File: src/rtl/mfp_pkg.sv
package mfp_pkg;

  localparam int          RX_PINS   = 3;
  localparam int          TX_PINS   = 2;
  localparam int          SEL_W     = 4;
  localparam int          ADDR_W    = 8;
  localparam int          DATA_W    = 32;
  localparam int          SYNC_W    = RX_PINS + TX_PINS + 2;
  localparam int          FRX_BIT   = RX_PINS + TX_PINS;
  localparam int          FTX_BIT   = RX_PINS + TX_PINS + 1;

  localparam logic [7:0]  RX_SEL_OFF = 8'h00;
  localparam logic [7:0]  TX_SEL_OFF = 8'h04;
  localparam logic [7:0]  CTRL_OFF   = 8'h08;
  localparam logic [7:0]  STATUS_OFF = 8'h0C;

  // Every receive pin comes up in the recovered clock function, undriven
  localparam logic [11:0] RX_SEL_RST = 12'hFFF;
  localparam logic [7:0]  TX_SEL_RST = 8'h00;

  localparam logic [3:0]  FN_RX_TERM      = 4'h8;
  localparam logic [3:0]  FN_GPI          = 4'h9;
  localparam logic [3:0]  FN_GENERAL_OUTPUT_HIGH_FN         = 4'hA;
  localparam logic [3:0]  FN_GENERAL_OUTPUT_LOW_FN         = 4'hB;
  localparam logic [3:0]  FN_LOS          = 4'hC;
  localparam logic [3:0]  FN_RX_NEGATIVE_RAIL_OUT         = 4'hE;
  localparam logic [3:0]  FN_RCLK         = 4'hF;
  localparam logic [3:0]  FN_TX_REF_CLK   = 4'h3;
  localparam logic [3:0]  FN_TX_TRISTATE  = 4'h8;
  localparam logic [3:0]  FN_TX_LINE_CLK  = 4'hF;

  typedef struct packed {
    logic       tx_ref_sync_en;
    logic [2:0] rs_ext;
    logic [1:0] rs_legacy;
    logic       frx_dir;
    logic       tx_tristate_bit;
    logic       compat;
    logic       rclk_oe;
    logic       dual_rail;
    logic       term_bit;
    logic       tx_edge;
    logic       rx_edge;
  } ctrl_t;

  localparam int          CTRL_W   = 14;
  localparam logic [13:0] CTRL_RST = 14'h0000;

endpackage

File: src/rtl/line_port_multifunction_pins.sv
// Behaviour
// - Each rx pin and each tx pin has its own 4-bit function selector.
// - After reset every multifunction pin is an input.
// - Output enable follows the selected function; no separate direction.
// - Rx pins sample/launch on framer rx clock edge chosen by rx edge bit.
// - Tx pins sample/launch on framer tx clock edge chosen by tx edge bit.
// - Rx code 1000: input; termination switch is XNOR of pin and bit.
// - Code 1001: input whose level shows in the pin input status.
// - Code 1010 drives the pin constantly high.
// - Code 1011 drives the pin constantly low.
// - Rx code 1100 outputs the current loss-of-signal status.
// - Rx code 1110 outputs negative rail if dual rail, else violation.
// - Rx code 1111, recovered clock output, is the reset default.
// - Recovered clock pin only pulled up until its output enable is set.
// - Clock source select: 2-bit field if compat is 1, else 3-bit.
// - Tx clock input may serve as sync reference of tx oscillator.
// - Tx line clock code drives the transmit line clock out.
// - Tx code 1000: high input tristates line; OR with register bit.
// - Framer rx clock pin is input when its direction bit is 0.
`timescale 1ns/100ps
module line_port_multifunction_pins
(
  input  wire logic                                core_clk_i,
  input  wire logic                                rst_n_i,
  input  wire logic [mfp_pkg::ADDR_W-1:0]          addr_i,
  input  wire logic [mfp_pkg::DATA_W-1:0]          wr_data_i,
  input  wire logic                                wr_en_i,
  input  wire logic                                rd_en_i,
  output logic      [mfp_pkg::DATA_W-1:0]          rd_data_o,
  input  wire logic [mfp_pkg::RX_PINS-1:0]         rx_pin_i,
  output logic      [mfp_pkg::RX_PINS-1:0]         rx_pin_o,
  output logic      [mfp_pkg::RX_PINS-1:0]         rx_pin_oe_o,
  input  wire logic [mfp_pkg::TX_PINS-1:0]         tx_pin_i,
  output logic      [mfp_pkg::TX_PINS-1:0]         tx_pin_o,
  output logic      [mfp_pkg::TX_PINS-1:0]         tx_pin_oe_o,
  input  wire logic                                frx_clk_i,
  output logic                                     frx_clk_o,
  output logic                                     frx_clk_oe_o,
  input  wire logic                                ftx_clk_i,
  input  wire logic                                los_i,
  input  wire logic                                rx_neg_rail_i,
  input  wire logic                                rx_violation_i,
  input  wire logic                                recovered_clk_i,
  input  wire logic                                tx_line_clk_i,
  output logic                                     rx_term_switch_o,
  output logic                                     tx_line_tristate_o,
  output logic                                     tx_ref_clk_o,
  output logic                                     tx_osc_sync_o,
  output logic      [2:0]                          rclk_src_sel_o
);

  localparam int RXN = mfp_pkg::RX_PINS;
  localparam int TXN = mfp_pkg::TX_PINS;

  logic [4*RXN-1:0]             rx_sel_reg;
  logic [4*TXN-1:0]             tx_sel_reg;
  mfp_pkg::ctrl_t               ctrl_reg;
  logic [mfp_pkg::SYNC_W-1:0]   sync1_reg;
  logic [mfp_pkg::SYNC_W-1:0]   sync2_reg;
  logic [mfp_pkg::SYNC_W-1:0]   sync3_reg;
  logic [mfp_pkg::SYNC_W-1:0]   filt_reg;
  logic                         frx_prev_reg;
  logic                         ftx_prev_reg;
  logic                         frx_src;
  logic                         rx_tick;
  logic                         tx_tick;
  logic [RXN-1:0]               rx_cap_reg;
  logic [TXN-1:0]               tx_cap_reg;
  logic [RXN-1:0]               rx_oe_next;
  logic [RXN-1:0]               rx_out_next;
  logic [TXN-1:0]               tx_oe_next;
  logic [TXN-1:0]               tx_out_next;
  logic                         term_pin;
  logic                         tri_pin;
  logic                         ref_found;
  logic                         ref_pin;
  logic [4:0]                   gpi_status;
  logic [7:0]                   status_word;

  // Register writes
  always_ff @(posedge core_clk_i or negedge rst_n_i)
  begin
    if (!rst_n_i)
    begin
      rx_sel_reg <= mfp_pkg::RX_SEL_RST;
      tx_sel_reg <= mfp_pkg::TX_SEL_RST;
      ctrl_reg   <= mfp_pkg::CTRL_RST;
    end
    else if (wr_en_i)
    begin
      case (addr_i)
        mfp_pkg::RX_SEL_OFF: rx_sel_reg <= wr_data_i[4*RXN-1:0];
        mfp_pkg::TX_SEL_OFF: tx_sel_reg <= wr_data_i[4*TXN-1:0];
        mfp_pkg::CTRL_OFF:   ctrl_reg   <= wr_data_i[mfp_pkg::CTRL_W-1:0];
        default:             ;
      endcase
    end
  end

  assign status_word = {tx_line_tristate_o, rx_term_switch_o, los_i, gpi_status};

  // Read data valid only in the cycle after the strobe; unmapped reads zero
  always_ff @(posedge core_clk_i or negedge rst_n_i)
  begin
    if (!rst_n_i)
      rd_data_o <= '0;
    else if (rd_en_i)
    begin
      case (addr_i)
        mfp_pkg::RX_SEL_OFF: rd_data_o <= {{(32-4*RXN){1'b0}}, rx_sel_reg};
        mfp_pkg::TX_SEL_OFF: rd_data_o <= {{(32-4*TXN){1'b0}}, tx_sel_reg};
        mfp_pkg::CTRL_OFF:   rd_data_o <= {{(32-mfp_pkg::CTRL_W){1'b0}}, ctrl_reg};
        mfp_pkg::STATUS_OFF: rd_data_o <= {24'h000000, status_word};
        default:             rd_data_o <= '0;
      endcase
    end
    else
      rd_data_o <= '0;
  end

  // Pins and framer clocks come from outside: three stages, accept on agreement
  always_ff @(posedge core_clk_i or negedge rst_n_i)
  begin
    if (!rst_n_i)
    begin
      sync1_reg <= '1;
      sync2_reg <= '1;
      sync3_reg <= '1;
      filt_reg  <= '1;
    end
    else
    begin
      sync1_reg <= {ftx_clk_i, frx_clk_i, tx_pin_i, rx_pin_i};
      sync2_reg <= sync1_reg;
      sync3_reg <= sync2_reg;
      filt_reg  <= (sync2_reg & sync3_reg) | (filt_reg & (sync2_reg | sync3_reg));
    end
  end

  // When this end drives the rx framer clock, its own copy paces the pins
  assign frx_src = ctrl_reg.frx_dir ? frx_clk_o : filt_reg[mfp_pkg::FRX_BIT];
  assign rx_tick = ctrl_reg.rx_edge ? (frx_src & ~frx_prev_reg)
                                    : (~frx_src & frx_prev_reg);
  assign tx_tick = ctrl_reg.tx_edge ? (filt_reg[mfp_pkg::FTX_BIT] & ~ftx_prev_reg)
                                    : (~filt_reg[mfp_pkg::FTX_BIT] & ftx_prev_reg);

  always_ff @(posedge core_clk_i or negedge rst_n_i)
  begin
    if (!rst_n_i)
    begin
      frx_prev_reg <= 1'b1;
      ftx_prev_reg <= 1'b1;
      frx_clk_o    <= 1'b0;
      frx_clk_oe_o <= 1'b0;
    end
    else
    begin
      frx_prev_reg <= frx_src;
      ftx_prev_reg <= filt_reg[mfp_pkg::FTX_BIT];
      frx_clk_o    <= recovered_clk_i;
      frx_clk_oe_o <= ctrl_reg.frx_dir;
    end
  end

  // Input capture on the selected framer clock edge
  always_ff @(posedge core_clk_i or negedge rst_n_i)
  begin
    if (!rst_n_i)
    begin
      rx_cap_reg <= '1;
      tx_cap_reg <= '1;
    end
    else
    begin
      if (rx_tick)
        rx_cap_reg <= filt_reg[RXN-1:0];
      if (tx_tick)
        tx_cap_reg <= filt_reg[RXN+TXN-1:RXN];
    end
  end

  // Direction and data per function; output codes drive unless noted
  always_comb
  begin
    for (int i = 0; i < RXN; i++)
    begin
      rx_out_next[i] = rx_pin_o[i];
      rx_oe_next[i]  = 1'b1;
      case (rx_sel_reg[4*i +: 4])
        mfp_pkg::FN_GENERAL_OUTPUT_HIGH_FN:
          if (rx_tick)
            rx_out_next[i] = 1'b1;
        mfp_pkg::FN_GENERAL_OUTPUT_LOW_FN:
          if (rx_tick)
            rx_out_next[i] = 1'b0;
        mfp_pkg::FN_LOS:
          if (rx_tick)
            rx_out_next[i] = los_i;
        mfp_pkg::FN_RX_NEGATIVE_RAIL_OUT:
          if (rx_tick)
            rx_out_next[i] = ctrl_reg.dual_rail ? rx_neg_rail_i : rx_violation_i;
        mfp_pkg::FN_RCLK:
        begin
          // Only the pad pull-up holds the level until software enables it
          rx_oe_next[i]  = ctrl_reg.rclk_oe;
          rx_out_next[i] = recovered_clk_i;
        end
        default: rx_oe_next[i] = 1'b0;
      endcase
    end
    for (int j = 0; j < TXN; j++)
    begin
      tx_out_next[j] = tx_pin_o[j];
      tx_oe_next[j]  = 1'b1;
      case (tx_sel_reg[4*j +: 4])
        mfp_pkg::FN_GENERAL_OUTPUT_HIGH_FN:
          if (tx_tick)
            tx_out_next[j] = 1'b1;
        mfp_pkg::FN_GENERAL_OUTPUT_LOW_FN:
          if (tx_tick)
            tx_out_next[j] = 1'b0;
        mfp_pkg::FN_TX_LINE_CLK: tx_out_next[j] = tx_line_clk_i;
        default: tx_oe_next[j] = 1'b0;
      endcase
    end
  end

  always_ff @(posedge core_clk_i or negedge rst_n_i)
  begin
    if (!rst_n_i)
    begin
      rx_pin_o    <= '1;
      rx_pin_oe_o <= '0;
      tx_pin_o    <= '1;
      tx_pin_oe_o <= '0;
    end
    else
    begin
      rx_pin_o    <= rx_out_next;
      rx_pin_oe_o <= rx_oe_next;
      tx_pin_o    <= tx_out_next;
      tx_pin_oe_o <= tx_oe_next;
    end
  end

  // Input functions; a duplicate selection is a software fault, lowest pin wins
  always_comb
  begin
    term_pin  = 1'b1;
    tri_pin   = 1'b0;
    ref_found = 1'b0;
    ref_pin   = 1'b0;
    for (int i = RXN - 1; i >= 0; i--)
    begin
      if (rx_sel_reg[4*i +: 4] == mfp_pkg::FN_RX_TERM)
        term_pin = rx_cap_reg[i];
      gpi_status[i] = (rx_sel_reg[4*i +: 4] == mfp_pkg::FN_GPI) & rx_cap_reg[i];
    end
    for (int j = TXN - 1; j >= 0; j--)
    begin
      if (tx_sel_reg[4*j +: 4] == mfp_pkg::FN_TX_TRISTATE)
        tri_pin = tx_cap_reg[j];
      if (tx_sel_reg[4*j +: 4] == mfp_pkg::FN_TX_REF_CLK)
      begin
        ref_found = 1'b1;
        ref_pin   = filt_reg[RXN+j];
      end
      gpi_status[RXN+j] = (tx_sel_reg[4*j +: 4] == mfp_pkg::FN_GPI) & tx_cap_reg[j];
    end
  end

  always_ff @(posedge core_clk_i or negedge rst_n_i)
  begin
    if (!rst_n_i)
    begin
      rx_term_switch_o   <= 1'b0;
      tx_line_tristate_o <= 1'b0;
      tx_ref_clk_o       <= 1'b0;
      tx_osc_sync_o      <= 1'b0;
      rclk_src_sel_o     <= 3'h0;
    end
    else
    begin
      rx_term_switch_o   <= ~(term_pin ^ ctrl_reg.term_bit);
      tx_line_tristate_o <= tri_pin | ctrl_reg.tx_tristate_bit;
      tx_ref_clk_o       <= ref_found & ref_pin;
      tx_osc_sync_o      <= ref_found & ref_pin & ctrl_reg.tx_ref_sync_en;
      rclk_src_sel_o     <= ctrl_reg.compat ? {1'b0, ctrl_reg.rs_legacy}
                                            : ctrl_reg.rs_ext;
    end
  end
endmodule

File: config.mk
export PLATFORM = sky130hd
export DESIGN_NAME = line_port_multifunction_pins
export DESIGN_NICKNAME = d
export VERILOG_FILES = /design/src/rtl/mfp_pkg.sv /design/src/rtl/line_port_multifunction_pins.sv
export SDC_FILE = /design/constraint.sdc
export NUM_CORES = 1
export LEC_CHECK = 0
export BUFFER_PORTS_ARGS = -buffer_cell sky130_fd_sc_hd__buf_2
export CAP_MARGIN = 25
export CORE_UTILIZATION = 50
export CTS_CLUSTER_DIAMETER = 50
export CTS_CLUSTER_SIZE = 14
export DETAILED_ROUTE_END_ITERATION = 8
export HOLD_SLACK_MARGIN = 0.1
export PLACE_DENSITY = 0.76
export SLEW_MARGIN = 25
export SYNTH_ARGS = -nofsm -noshare
export SYNTH_HDL_FRONTEND = slang
export SYNTH_SLANG_ARGS = --single-unit
File: constraint.sdc
create_clock -name core_clk_i -period 2.3 [get_ports core_clk_i]
set_clock_uncertainty 0.05 [all_clocks]
set_input_delay 0.115 -clock core_clk_i [delete_from_list [all_inputs] [get_ports core_clk_i]]
set_output_delay 0.115 -clock core_clk_i [all_outputs]
set_load 0.05 [all_outputs]
# Yosys cells after proc, flatten, opt, wreduce, memory -nomap -nowiden

Cells that the tools add are included.

Bitwise logic cells: 22
Reductions and logical operators: 19
Equality and inequality tests: 52
Mux-type cells: 32

Operators with widths:

| cell                                                                   | count |
|---|---|
| 4-bit equality test (second input constant)                            | 31 |
| 14-bit case mux with 4 select lines                                    | 1 |
| 32-bit two-way mux                                                     | 1 |
| 2-bit inequality test (second input constant)                          | 16 |
| 1-bit two-way mux                                                      | 21 |
| 8-bit by 4-bit equality test with 1-bit output (second input constant) | 2 |
| 1-bit case mux with 5 select lines                                     | 3 |
| 5-bit AND reduction                                                    | 3 |
| 5-bit nonzero test                                                     | 3 |
| 7-bit bitwise AND                                                      | 2 |
| 7-bit bitwise OR                                                       | 2 |
| 4-bit OR reduction                                                     | 3 |
| 1-bit bitwise AND                                                      | 11 |
| 4-bit by 2-bit equality test with 1-bit output (second input constant) | 2 |
| 8-bit by 3-bit equality test with 1-bit output (second input constant) | 1 |
| 8-bit zero test                                                        | 1 |
| 1-bit case mux with 2 select lines                                     | 3 |
| 1-bit case mux with 3 select lines                                     | 2 |
| 2-bit AND reduction                                                    | 3 |
| 3-bit AND reduction                                                    | 2 |
| 3-bit nonzero test                                                     | 2 |
| 3-bit OR reduction                                                     | 2 |
| 1-bit NOT                                                              | 5 |
| 3-bit two-way mux                                                      | 1 |
| 2 further kinds                                                        | 2 |

Register bits after elaboration: 120
Bits of input ports: 56
Logic and storage cells: 161
Output and inout port bits: 51

# Logic depth before layout (Yosys ltp)

Depth after elaboration: 6
Depth in mapped cells: 6
Depth with buffers taken out: 5

# Least setup slack after synthesis

OpenSTA, ideal clock, no wires.

Kind: flip-flop to flip-flop
From: reg frx_clk_o
To: reg rx_pin_o[0] in the netlist's numbering
Path slack: 0.417 ns
Data required time: 2.168 ns
Setup time: 0.082 ns
Data arrival time: 1.751 ns
Path buffers: 0
Cell stages (with the launch flop): 5
Clock period less this slack: 1.883 ns
Cell sequence: dfrtp_1 mux2i_1 mux2i_1 o21ai_0 mux2_2

Cells in the longest elaborated chain, start to end: 6
Elaborated cells between the ends (all ways): 10
Classes of those cells: eq/ne (4); mux (2); bitwise (3); reduce/logical (1)

RTL lines:

| what                            | RTL line                            | text |
|---|---|---|
| from (decl)                     | line_port_multifunction_pins.sv:37  | `output logic frx_clk_o,` |
| from (signal assigned)          | line_port_multifunction_pins.sv:160 | `frx_clk_o <= recovered_clk_i;` |
| 1-bit two-way mux *             | line_port_multifunction_pins.sv:141 | `assign frx_src = ctrl_reg.frx_dir ? frx_clk_o : filt_reg[mfp_pkg::FRX_BIT];` |
| 1-bit NOT                       | line_port_multifunction_pins.sv:143 | `: (~frx_src & frx_prev_reg);` |
| 1-bit bitwise AND               | line_port_multifunction_pins.sv:143 |  |
| 1-bit two-way mux *             | line_port_multifunction_pins.sv:142 | `assign rx_tick = ctrl_reg.rx_edge ? (frx_src & ~frx_prev_reg)` |
| 2-bit inequality test (no line) | -                                   |  |
| 5-bit AND reduction (no line) * | -                                   |  |
| to (signal assigned)            | line_port_multifunction_pins.sv:239 | `rx_pin_o <= rx_out_next;` |
| to (decl)                       | line_port_multifunction_pins.sv:31  | `output logic [mfp_pkg::RX_PINS-1:0] rx_pin_o,` |

Mark *: on every way between the ends. The rest lies on a longest branch, timed or not.
A chain may end at the register's enable or synchronous reset.

# Worst setup path in the final report

From: reg ctrl_reg[7] in the netlist's numbering
To: reg rd_data_o[7] in the netlist's numbering

Cells in the longest elaborated chain, start to end: 2

RTL lines:

| what                                | RTL line                            | text |
|---|---|---|
| from (decl)                         | line_port_multifunction_pins.sv:57  | `mfp_pkg::ctrl_t ctrl_reg;` |
| from (signal assigned)              | line_port_multifunction_pins.sv:87  | `ctrl_reg <= mfp_pkg::CTRL_RST;` |
| from (signal assigned)              | line_port_multifunction_pins.sv:94  | `mfp_pkg::CTRL_OFF: ctrl_reg <= wr_data_i[mfp_pkg::CTRL_W-1:0];` |
| 14-bit case mux with 4 select lines | line_port_multifunction_pins.sv:109 | `case (addr_i)` |
| 32-bit two-way mux                  | line_port_multifunction_pins.sv:107 | `else if (rd_en_i)` |
| to (signal assigned)                | line_port_multifunction_pins.sv:110 | `mfp_pkg::RX_SEL_OFF: rd_data_o <= {{(32-4*RXN){1'b0}}, rx_sel_reg};` |
| to (signal assigned)                | line_port_multifunction_pins.sv:111 | `mfp_pkg::TX_SEL_OFF: rd_data_o <= {{(32-4*TXN){1'b0}}, tx_sel_reg};` |
| to (signal assigned)                | line_port_multifunction_pins.sv:112 | `mfp_pkg::CTRL_OFF: rd_data_o <= {{(32-mfp_pkg::CTRL_W){1'b0}}, ctrl_reg};` |
| to (decl)                           | line_port_multifunction_pins.sv:29  | `output logic [mfp_pkg::DATA_W-1:0] rd_data_o,` |

Every way passes these cells.

==> summary.txt <==
Status
  – Run status: finished, final reports clean

Final layout
  – Layout overhead on the synthesized area: 21.1%
  – Filler cells: 660
  – Nets: 485
  – Post-route cell area: between 5000 and 6000 sq um
  – Non-Filler Instances: roughly 540
  – Footprint of the multi-input gates: roughly 1600 sq um
  – Register Area: about 2600 sq um
  – Ant. Diodes: 0
  – Share of layout cells above drive strength 1: a little under half

Logic synthesis
  – Top cells by area, synth: dfstp_2 32%, dfrtp_1 29%, mux2_2 12%, mux2i_1 3.5%, buf_4 3.3%
  – Area of the mapped netlist: ~4300 sq um
  – Synth Area in Compound Gates: 6.10%
  – Synthesized area per cell: 13.3 sq um
  – Largest family of logic cells by synthesized area: multiplexers
  – Simple-gate share of the synthesized area: between 10% and 20%
  – Yosys top cell area share: between 30% and 40%
  – Synth Area in Adders: 1.62%
  – Post-Synthesis Cells: 325
  – Synth area leader: dfstp_2
  – Post-Synth XOR/XNOR Area: 0.202%
  – Post-synthesis register bit count: a little over 100
  – Yosys Warn Count: 0
  – Post-synth cell types: 45
  – Post-synthesis mux area share: 16.2%
  – Seq/Total Area, Yosys: about three fifths

Power and ir drop
  – Peak VDD IR: 313 uV
  – Psw: 929 uW
  – Pleak: around 0.0024 uW
  – Total power: 3620 uW
  – Logic pwr share: 11.7%
  – Register share of total power: 56.6%
  – Sw Share: 25.7%
  – Clk pwr share: 31.7%
  – Power Density: 690 nW/um^2
  – Internal power: 2690 uW

Clock network
  – CTS Buf Count: 9
  – Hold-fix buffers, CTS: 28
  – Max clock buf depth: 2
  – CTS root buffer: clkbuf_8
  – CTS resizes: 0
  – Clk Latency, worst-skew pair: 360 ps
  – Setup Buffers After CTS: 0
  – CTS H-tree lvls: 3
  – CTS tree: done
  – CTS Sinks: 102
  – CTS clk-pin slew, worst paths: 90 ps

Critical path
  – CP required: 2500 ps
  – Crit path from: ctrl_reg[7]$_DFFE_PN0P_
  – Reg-to-Reg End: rd_data_o[7]$_DFF_PN0_
  – CP Cell Sequence: buf_4 > mux4_2 > and3_1 > dlygate4sd3_1
  – CP Class: reg2reg
  – Max stage delay on crit path: 540 ps
  – Delay-heaviest family, CP: buffers and inverters
  – R2R cell count: 4
  – Worst R2R Setup Slack: a little over 400 ps
  – Critical path arrival: ~2100 ps
  – Startpoint Class: flop
  – Worst R2R Start: ctrl_reg[7]$_DFFE_PN0P_
  – WP buf/inv: 2
  – Worst Setup End Kind: flop
  – Max FO, Critical Path: 3
  – Slowest CP cell: dlygate4sd3_1

Die
  – Initial Util: 52.1%
  – I/O Pins: 107
  – Die Span Y: 95.0 microns
  – Core Area: 8300 sq um
  – Die footprint: around 9000 sq um
  – Die width: between 90 and 100 microns
  – Std cell rows: 33

GRT
  – Initial antenna violation count: 0
  – Total GRT Usage: 20.8%
  – Largest net degree at the start of global routing: 42
  – Grt ovf: 0
  – First-pass GRT wire length: 14000 microns
  – Number of global-route vias before repair: 2842

Worst hold path
  – Worst Hold End: rd_data_o[5]$_DFF_PN0_
  – WHS Path Cells: 5
  – Worst min-delay path startpoint: los_i
  – Hold crit path type: in2reg

Drt
  – DRT Pass-1 Iters: 4
  – Routed wire per std cell: 15.8 microns
  – DR iter-0 viols: about 160
  – DRC: 0
  – Via count: roughly 2900
  – Vias/cell: 5.33
  – Post-Route WL: ~8500 microns
  – Antenna viol nets, final: 0

Timing
  – Final setup violating endpoints: 0
  – Max Freq: roughly 530 MHz
  – Ratio of final minimum period to clock period: around 83%
  – Unrepaired setup endpoints after global routing: no
  – Max Slew Vio Count: 0
  – TNS Setup: 0 ps
  – Final hold viol count: 0
  – Final min period: 1900 ps
  – Hold WS: 213 ps

Placed design
  – GP Congestion: 0.790
  – IO Port Bufs: 70
  – Area after DPL: 4750 sq um
  – Post-DP HPWL: 6040 microns
  – Cells after DPL: 495

Job
  – Max cap viols: 0
area by class of cell:
cell class                 instances  share of cell area [%]
sequential                       102                    50.0
inverter                           7                   0.502
multi-input combinational        203                    29.8
clock buffer                      11                    2.89
clock inverter                     5                    1.10
timing repair buffer             106                    13.2
tap                              105                    2.51
worst reg2reg max path, cell delays in order (launching register included):
cell and delay [ps]:
dfrtp_1 410, buf_4 150, mux4_2 450, and3_1 190
dlygate4sd3_1 540
worst max-delay path by stage:
stage	slack, ps	depth (start not counted)	endpoint
floorplan	420	4	rx_pin_o[0]$_DFFE_PN1P_
global placement	300	5	ctrl_reg[7]$_DFFE_PN0P_
detailed placement	260	5	ctrl_reg[13]$_DFFE_PN0P_
CTS	390	4	rd_data_o[7]$_DFF_PN0_
global route	330	4	rd_data_o[7]$_DFF_PN0_
finish	400	4	rd_data_o[7]$_DFF_PN0_
power by group through the flow:
stage	logic, uW	registers [uW]	clock network, uW
floorplan	254	2080	0
global placement	380	2070	0
detailed placement	390	2080	0
CTS	426	2050	1180
global route	459	2060	1270
finish	423	2050	1150
layout by cell type (no fill, tap or decap), types with 3 or more instances in the layout:
cell           instances
nor3_1                 7
nand3b_1               3
or3b_2                 5
o221ai_1               3
mux2_2                45
buf_4                  9
nand2_1               12
dfrtp_1               50
o22ai_1                4
nand4_1                7
nor2_1                13
and3_1                 4
a21oi_1               11
dfstp_2               52
nand3_1                3
a21boi_0               4
buf_2                 69
maj3_1                 7
inv_1                  7
mux2i_1               15
nor2b_1                6
dlygate4sd3_1         28
a211oi_1               4
o21ai_0                5
conb_1                18
clkbuf_8              11
nand2b_1               4
logic make-up after synthesis:
logic type | after synthesis
multiplexers | 62
XOR/XNOR | 1
flip-flops | 102
AO/OA/AOI/OAI | 40
adder cells (fa/ha/maj) | 7
other | 1
buffers and inverters | 37
AND/OR/NAND/NOR | 75
layer usage:
| layer | track usage, % | part of all wire (%) | up-vias |
|---|---|---|---|
| met2 | 33.6 | 49 | 100 |
| met5 | 0 | 0 | - |
| li1 | - | - | 1333 |
| met1 | 27.3 | 44 | 1430 |
| met4 | 8.08 | 1.4 | 0 |
| met3 | 5.10 | 5.6 | 11 |
stage by stage:
step,utilization [%],setup slack (ps)
finish,63.1,402
global route,63.1,334
CTS,63.1,392
detailed placement,57.2,263
global placement,57.2,296
floorplan,-,417
cell usage after synthesis, drive strengths merged:
| library cell | number |
|---|---|
| nand3b | 3 |
| and3 | 4 |
| o32ai | 2 |
| mux2 | 45 |
| nor4 | 2 |
| a31o | 1 |
| clkbuf | 8 |
| xnor2 | 1 |
| a21oi | 11 |
| o22ai | 4 |
| nand2b | 4 |
| dfrtp | 50 |
| maj3 | 7 |
| o31ai | 1 |
| a31oi | 1 |
| mux4 | 2 |
| nor4b | 2 |
| buf | 22 |
| nor3 | 8 |
| nand4bb | 1 |
| a21boi | 4 |
| conb | 1 |
| and2 | 2 |
| nor2 | 13 |
| nand4b | 1 |
| nand2 | 12 |
| nand3 | 4 |
| a211oi | 4 |
| inv | 7 |
| o221ai | 3 |
| a32oi | 1 |
| or3b | 5 |
| mux2i | 15 |
| o21ai | 5 |
| nand4 | 7 |
| o21a | 1 |
| or4 | 1 |
| nor2b | 6 |
| a211o | 1 |
| o211ai | 1 |
| dfstp | 52 |
Power figures use the tool's default switching activity.
